[config.mk]
export PLATFORM = sky130hd
export DESIGN_NAME = mpf_exec
export DESIGN_NICKNAME = d
export VERILOG_FILES = /design/src/core/mpf_pkg.sv /design/src/core/mpf_exec.sv
export SDC_FILE = /design/constraint.sdc
export NUM_CORES = 1
export LEC_CHECK = 0
export BUFFER_PORTS_ARGS = -buffer_cell sky130_fd_sc_hd__buf_2
export CORE_MARGIN = 3
export CORE_UTILIZATION = 55
export DETAILED_ROUTE_END_ITERATION = 16
export PLACE_DENSITY = 0.76
export SLEW_MARGIN = 5
export SYNTH_ARGS = -nofsm -noshare
export SYNTH_HDL_FRONTEND = slang
export SYNTH_SLANG_ARGS = --single-unit
[constraint.sdc]
create_clock -name clk -period 5.9 [get_ports clk]
set_clock_uncertainty 0.2 [all_clocks]
set_input_delay 0 -clock clk [delete_from_list [all_inputs] [get_ports clk]]
set_output_delay 0 -clock clk [all_outputs]
set_load 0.02 [all_outputs]
[src/core/mpf_pkg.sv]
//==============================================================
// Contract
// - Signed multiply writes 16-bit product to R1:R0, updates Z and C, 2 cycles.
// - Mixed multiply: first operand signed, second unsigned, R1:R0, Z and C, 2 cycles.
// - Fractional multiplies shift product left one bit into R1:R0, Z and C, 2 cycles.
// - Relative jump/call loads PC+offset+1, no flags; jump 2, call 3 cycles.
// - Pointer jump loads PC from Z pointer, no flags, 2 cycles.
// - Pointer call saves return address, loads PC from Z, no flags, 3 cycles.
// - Absolute jump loads PC with instruction address, no flags, 3 cycles.
// - Absolute call saves return address, loads PC with address, no flags, 4 cycles.
// - Subroutine return restores PC from stack, no flags, 4 cycles.
// - Interrupt return restores PC from stack, sets global interrupt enable, 4 cycles.
package mpf_pkg;

  //==============================================================
  // Operations and constants
  typedef enum logic [3:0] {
    OP_MUL_SIGNED = 4'h0,
    OP_MUL_SIGNED_BY_UNSIGNED = 4'h1,
    OP_FRAC_MUL_UNSIGNED = 4'h2,
    OP_FRAC_MUL_SIGNED = 4'h3,
    OP_FRAC_MUL_MIXED = 4'h4,
    OP_REL_JUMP = 4'h5,
    OP_PTR_JUMP = 4'h6,
    OP_ABS_JUMP = 4'h7,
    OP_REL_CALL = 4'h8,
    OP_PTR_CALL = 4'h9,
    OP_ABS_CALL = 4'hA,
    OP_SUB_RETURN = 4'hB,
    OP_IRQ_RETURN = 4'hC
  } mpf_op_t;

  typedef enum logic [1:0] {
    ST_IDLE = 2'b01,
    ST_EXEC = 2'b10
  } mpf_st_t;

  localparam logic [2:0] CYC_MUL = 3'h2;
  localparam logic [2:0] CYC_REL_JUMP = 3'h2;
  localparam logic [2:0] CYC_REL_CALL = 3'h3;
  localparam logic [2:0] CYC_PTR_JUMP = 3'h2;
  localparam logic [2:0] CYC_PTR_CALL = 3'h3;
  localparam logic [2:0] CYC_ABS_JUMP = 3'h3;
  localparam logic [2:0] CYC_ABS_CALL = 3'h4;
  localparam logic [2:0] CYC_RETURN = 3'h4;
  localparam logic [15:0] RET_SHORT = 16'h0001;
  localparam logic [15:0] RET_LONG = 16'h0002;
  localparam logic [15:0] REL_BIAS = 16'h0001;
  localparam int STACK_DEPTH = 16;

  //==============================================================
  // Carriers
  typedef struct packed {
    mpf_op_t op;
    logic [7:0] rd;
    logic [7:0] rr;
    logic [11:0] k;
    logic [15:0] absAddr;
    logic [15:0] zPtr;
    logic [15:0] pc;
  } mpf_req_t;

  typedef struct packed {
    logic pcLoad;
    logic [15:0] pc;
    logic prodWe;
    logic [15:0] prod;
    logic flagWe;
    logic zFlag;
    logic cFlag;
    logic gieSet;
  } mpf_res_t;

  typedef struct packed {
    mpf_st_t st;
    logic [2:0] cnt;
    logic done;
    mpf_req_t req;
    mpf_res_t res;
    logic [3:0] sp;
    logic [STACK_DEPTH-1:0][15:0] stk;
  } mpf_state_t;

  //==============================================================
  // Decoding
  function automatic logic [2:0] opCycles(input mpf_op_t op);
    unique case (op)
      OP_REL_JUMP: opCycles = CYC_REL_JUMP;
      OP_REL_CALL: opCycles = CYC_REL_CALL;
      OP_PTR_JUMP: opCycles = CYC_PTR_JUMP;
      OP_PTR_CALL: opCycles = CYC_PTR_CALL;
      OP_ABS_JUMP: opCycles = CYC_ABS_JUMP;
      OP_ABS_CALL: opCycles = CYC_ABS_CALL;
      OP_SUB_RETURN, OP_IRQ_RETURN: opCycles = CYC_RETURN;
      default: opCycles = CYC_MUL;
    endcase
  endfunction : opCycles

  function automatic logic isMul(input mpf_op_t op);
    isMul = (op <= OP_FRAC_MUL_MIXED);
  endfunction : isMul

  function automatic logic isCall(input mpf_op_t op);
    isCall = (op == OP_REL_CALL) || (op == OP_PTR_CALL) || (op == OP_ABS_CALL);
  endfunction : isCall

  function automatic logic isReturn(input mpf_op_t op);
    isReturn = (op == OP_SUB_RETURN) || (op == OP_IRQ_RETURN);
  endfunction : isReturn

endpackage : mpf_pkg

[src/core/mpf_exec.sv]
`timescale 1ns/1ps
`default_nettype none
module mpf_exec (
  input wire logic clk, // 40 MHz core clock
  input wire logic sys_rst, // Synchronous reset, high
  input wire logic reqValid, // Decoded instruction offered
  input wire mpf_pkg::mpf_req_t req, // Instruction and operands
  output logic reqReady, // Idle, can take one
  output logic done, // One-cycle completion pulse
  output mpf_pkg::mpf_res_t res, // Results, held to next done
  output logic [3:0] stackPtr // Return stack depth in use
);
  import mpf_pkg::*;

  //==============================================================
  // State
  mpf_state_t s, n;
  logic signed [8:0] opA, opB;
  logic signed [17:0] prod18;
  logic [15:0] prod16, prodOut, retAddr, relTgt, popAddr;
  mpf_res_t resNow;

  //==============================================================
  // Datapath on the latched instruction
  always_comb
  begin
    opA = {s.req.op != OP_FRAC_MUL_UNSIGNED && s.req.rd[7], s.req.rd};
    opB = {(s.req.op == OP_MUL_SIGNED || s.req.op == OP_FRAC_MUL_SIGNED) && s.req.rr[7],
           s.req.rr};
    prod18 = opA * opB;
    prod16 = prod18[15:0];
    prodOut = (s.req.op >= OP_FRAC_MUL_UNSIGNED) ? {prod16[14:0], 1'b0} : prod16;
    retAddr = s.req.pc + ((s.req.op == OP_ABS_CALL) ? RET_LONG : RET_SHORT);
    relTgt = s.req.pc + {{4{s.req.k[11]}}, s.req.k} + REL_BIAS;
    popAddr = s.stk[s.sp - 4'h1];
    resNow = s.res;
    resNow.pcLoad = !isMul(s.req.op);
    resNow.prodWe = isMul(s.req.op);
    resNow.flagWe = isMul(s.req.op);
    resNow.gieSet = (s.req.op == OP_IRQ_RETURN);
    resNow.pc = s.res.pc;
    if (isMul(s.req.op))
    begin
      // Carry is the top bit before the fractional shift
      resNow.prod = prodOut;
      resNow.cFlag = prod16[15];
      resNow.zFlag = (prodOut == 16'h0000);
    end
    unique case (s.req.op)
      OP_REL_JUMP, OP_REL_CALL: resNow.pc = relTgt;
      OP_PTR_JUMP, OP_PTR_CALL: resNow.pc = s.req.zPtr;
      OP_ABS_JUMP, OP_ABS_CALL: resNow.pc = s.req.absAddr;
      OP_SUB_RETURN, OP_IRQ_RETURN: resNow.pc = popAddr;
      default: resNow.pc = s.res.pc;
    endcase
  end

  //==============================================================
  // Sequencer
  always_comb
  begin
    n = s;
    n.done = 1'b0;
    unique case (s.st)
      ST_IDLE:
        if (reqValid)
        begin
          n.st = ST_EXEC;
          n.req = req;
          n.cnt = opCycles(req.op) - 3'h1;
        end
      ST_EXEC:
        if (s.cnt == 3'h1)
        begin
          // Results and stack move together on the final edge
          n.st = ST_IDLE;
          n.done = 1'b1;
          n.res = resNow;
          if (isCall(s.req.op))
          begin
            // Deeper nesting than the stack silently overwrites the oldest entry
            n.stk[s.sp] = retAddr;
            n.sp = s.sp + 4'h1;
          end
          if (isReturn(s.req.op))
          begin
            n.sp = s.sp - 4'h1;
          end
        end
        else
        begin
          n.cnt = s.cnt - 3'h1;
        end
      // Illegal state codes recover to idle
      default: n.st = ST_IDLE;
    endcase
    if (sys_rst)
    begin
      n = '0;
      n.st = ST_IDLE;
    end
  end

  always_ff @(posedge clk)
  begin
    s <= n;
  end

  assign reqReady = (s.st == ST_IDLE);
  assign done = s.done;
  assign res = s.res;
  assign stackPtr = s.sp;

  //==============================================================
  // Checks
  logic accept;
  logic [15:0] refSS, refSU, refUU;
  assign accept = reqValid && reqReady;
  assign refSS = {{8{req.rd[7]}}, req.rd} * {{8{req.rr[7]}}, req.rr};
  assign refSU = {{8{req.rd[7]}}, req.rd} * {8'h00, req.rr};
  assign refUU = {8'h00, req.rd} * {8'h00, req.rr};
endmodule : mpf_exec
`default_nettype wire

==> run summary <==
commonest non-fill, non-tap cells in the layout - dfxtp_1 (381), nor2_1 (329), nand2_1 (264)
Clock Tree Buf Depth - 3
Setup WS post-layout - 0.250 ns
critical path type - reg2reg
gpl congestion - 0.900
grt ovf - 0
initial antenna violation count - 2
Post-Synth Adder-Cell Area - 10.1%
H-tree depth - 2
mean area per synthesized cell - 8.98 um^2
post-route ant nets - 0
buffers plus inverters on the worst setup path - 5
Leak - 8.83 nW
routed wire length per instance - 20.1 um
via/cell ratio - 6.00
final max-slew violation count - 0
mux cell area share after synthesis - 10.2%
Initial DRC Count - 1,629
Cells after Synth - 2,237
# rows - 69
Clock transition at path regs - 0.06 ns
maxcap violations - 0
crit share post-route - 95.8%
fmax - 177 MHz
crit path capture type - flip-flop
layout overhead on the synthesized area - 17.0%
outcome - finished, final reports clean
Post-Synth Simple-Gate Area - 15.6%
crit-path max FO - 4
CP max stage cell - fa_1
CTS Buf Count - 42
cell area after layout - 23,500 um^2
Crit path arrival time - 5.96 ns
largest cells by area after synthesis - dfxtp_1 (38%), a211oi_1 (9.1%), mux4_2 (6.6%)
Compound-Gate Fraction of Synth Area - 16.4%
TNS Setup - 0 ns
worst vdd ir - 0.260 mV
top_reg_cell synth - dfxtp_1
Rel. slew slack - 18.4%
Hold Path Class - in2reg
Final Util - 65.6%
Final Critical Period - 5.65 ns
commonest non-fill, non-tap cell in the layout - dfxtp_1
GRT Overall Usage - 29.5%
register area share after synthesis - 38.2%
number of synthesized register bits - 383
drt first pass iters - 6
Top Family by Delay on Critical Path - adder cells
unique cell type count in the Yosys netlist - 68
area share of the largest cell type after synthesis - 38.2%
power per cell area - 254 nW/um^2
CP cell instances - nand2b_1, o31a_1, nand2_1, fa_1, inv_1, fa_1, inv_1, fa_1, inv_1, fa_1, inv_1, fa_1, inv_1, ha_1, a211oi_2, o21bai_1, a21oi_1, xor2_1, nor2_1, nor4b_1, a31o_2
Ports - 127
die area - 38,900 um^2
core area - 35,800 um^2
max incr delay on CP - 0.54 ns
largest net degree at the start of global routing - 218
largest family of logic cells by synthesized area - compound AO/OA/AOI/OAI gates
worst slew pin tran - 1.22 ns
TritonCTS clock tree - yes
Yosys Warn Count - 0
Starting Density - 56.1%
endpoints failing hold - 0
Layout Nets - 2,570
Place WS - 0.209 ns
Worst Path Required - 6.20 ns
post-synthesis xor/xnor area fraction - 2.27%
via count - 17,147
Post-synth ARST share - 0%
final wirelength - 57,500 um
global-route wire length before repair - 91,900 um
RSZ-0062 raised after global routing - false
Final Setup Violations - 0
Post-synth EDFFs - 0
vias in the first global route - 17,093
# fillers - 2,703
port bufs - 126
placed cell area - 20,700 um^2
share of layout cells above drive strength 1 - 14.3%
Setup crit start kind - flip-flop
post-synth top area cell - dfxtp_1
DRC - 0
Setup Fix Bufs, Post-CTS - 0
Synth Cell Area - 20,100 um^2
Worst-Skew Late Latency - 0.58 ns
Clock Tree Root - clkbuf_16
CTS Sinks - 383
Die X - 197 um
Tot Pwr - 5.97 mW
die height - 197 um
DPL Wire Length - 35,400 um
syn_nets - 2,444
[cells by family (layout without fill, tap and decap cells)]
family          count (synthesis)  count (layout)
buf+inv                       321             478
other cells                     0               2
mux                           129             129
xor+xnor                       50              50
flops                         383             383
simple gates                  744             744
compound gates                486             486
fa+ha+maj                     124             124
[stage by stage]
step | instances | hold WS, ns
3_5_place_dp | 2649 | 0.0475
4_1_cts | 2855 | 0.00193
2_1_floorplan | 2237 | -0.0640
5_1_grt | 2856 | 0.0320
3_3_place_gp | 2649 | 0.0439
6_report | 2857 | 0.0148
[worst paths after layout]
path	start	end	slack (ns)	cells past startpoint
setup / recovery	s[374]	res[2]	0.25	21
hold / removal	req[6]	s[304]	0.01	4
setup reg to reg	s[374]	res[2]	0.25	21
hold reg to reg	res[11]	res[11]	0.25	2
[power breakdown]
group / switching (mW) / internal, mW / total, mW
Combinational: 0.350 / 0.232 / 0.583
Clock: 1.09 / 1.63 / 2.72
Sequential: 0.0439 / 2.63 / 2.67
[cell type report]
cell class	instances	area (um^2)	area share [%]
Clock buffer	62	1230	5.22
Antenna cell	2	5.00	0.0213
Tap cell	461	577	2.45
Sequential cell	383	7670	32.6
Clock inverter	13	218	0.926
Multi-Input combinational cell	1533	11100	47.3
Timing Repair Buffer	306	2330	9.92
Inverter	97	364	1.55
[synth_stat cells, types with 3 or more instances]
| library cell | count |
|---|---|
| mux2_2 | 3 |
| fa_1 | 65 |
| a211oi_1 | 243 |
| and2_1 | 46 |
| buf_1 | 5 |
| nor3_2 | 4 |
| a221oi_1 | 6 |
| a221o_1 | 8 |
| mux2i_1 | 66 |
| nor2b_1 | 8 |
| nor2_1 | 341 |
| nor3_1 | 22 |
| o21a_1 | 8 |
| mux4_2 | 59 |
| inv_1 | 96 |
| nor3b_1 | 4 |
| nand2b_1 | 15 |
| a311oi_1 | 9 |
| o21ai_0 | 31 |
| ha_1 | 59 |
| clkbuf_1 | 123 |
| nand4_1 | 3 |
| buf_4 | 46 |
| a22oi_1 | 3 |
| nand2_1 | 265 |
| xnor2_1 | 25 |
| buf_2 | 49 |
| a21oi_1 | 133 |
| a211o_1 | 3 |
| xor2_1 | 24 |
| and3_1 | 6 |
| o31ai_1 | 3 |
| dfxtp_1 | 383 |
| a21o_1 | 5 |
| nand3_1 | 14 |
| o211ai_1 | 4 |
| o21bai_1 | 6 |
| or2_2 | 5 |
| a31oi_1 | 3 |
[worst min-delay path: cells and delay by family]
family                 cells  cell delay (ns)
buffers and inverters      2             0.65
and+or+nand+nor            1             0.04
AOI/OAI and AO/OA          1             0.05
[metal layers]
layer | track usage, % | part of all wire, % | up-vias
met5 | 0 | 0.023 | -
met4 | 13.3 | 4.5 | 2
met3 | 4.57 | 6.8 | 192
met2 | 49.8 | 48 | 783
met1 | 37.6 | 41 | 8229
li1 | - | - | 7941
[timing repair]
action	4_1_cts	5_1_grt
gates resized for setup	0	6
hold buffers	131	0
endpoints found under the hold margin	186	0
endpoints found under the setup margin	0	6
(Power assumes the default switching activity.)
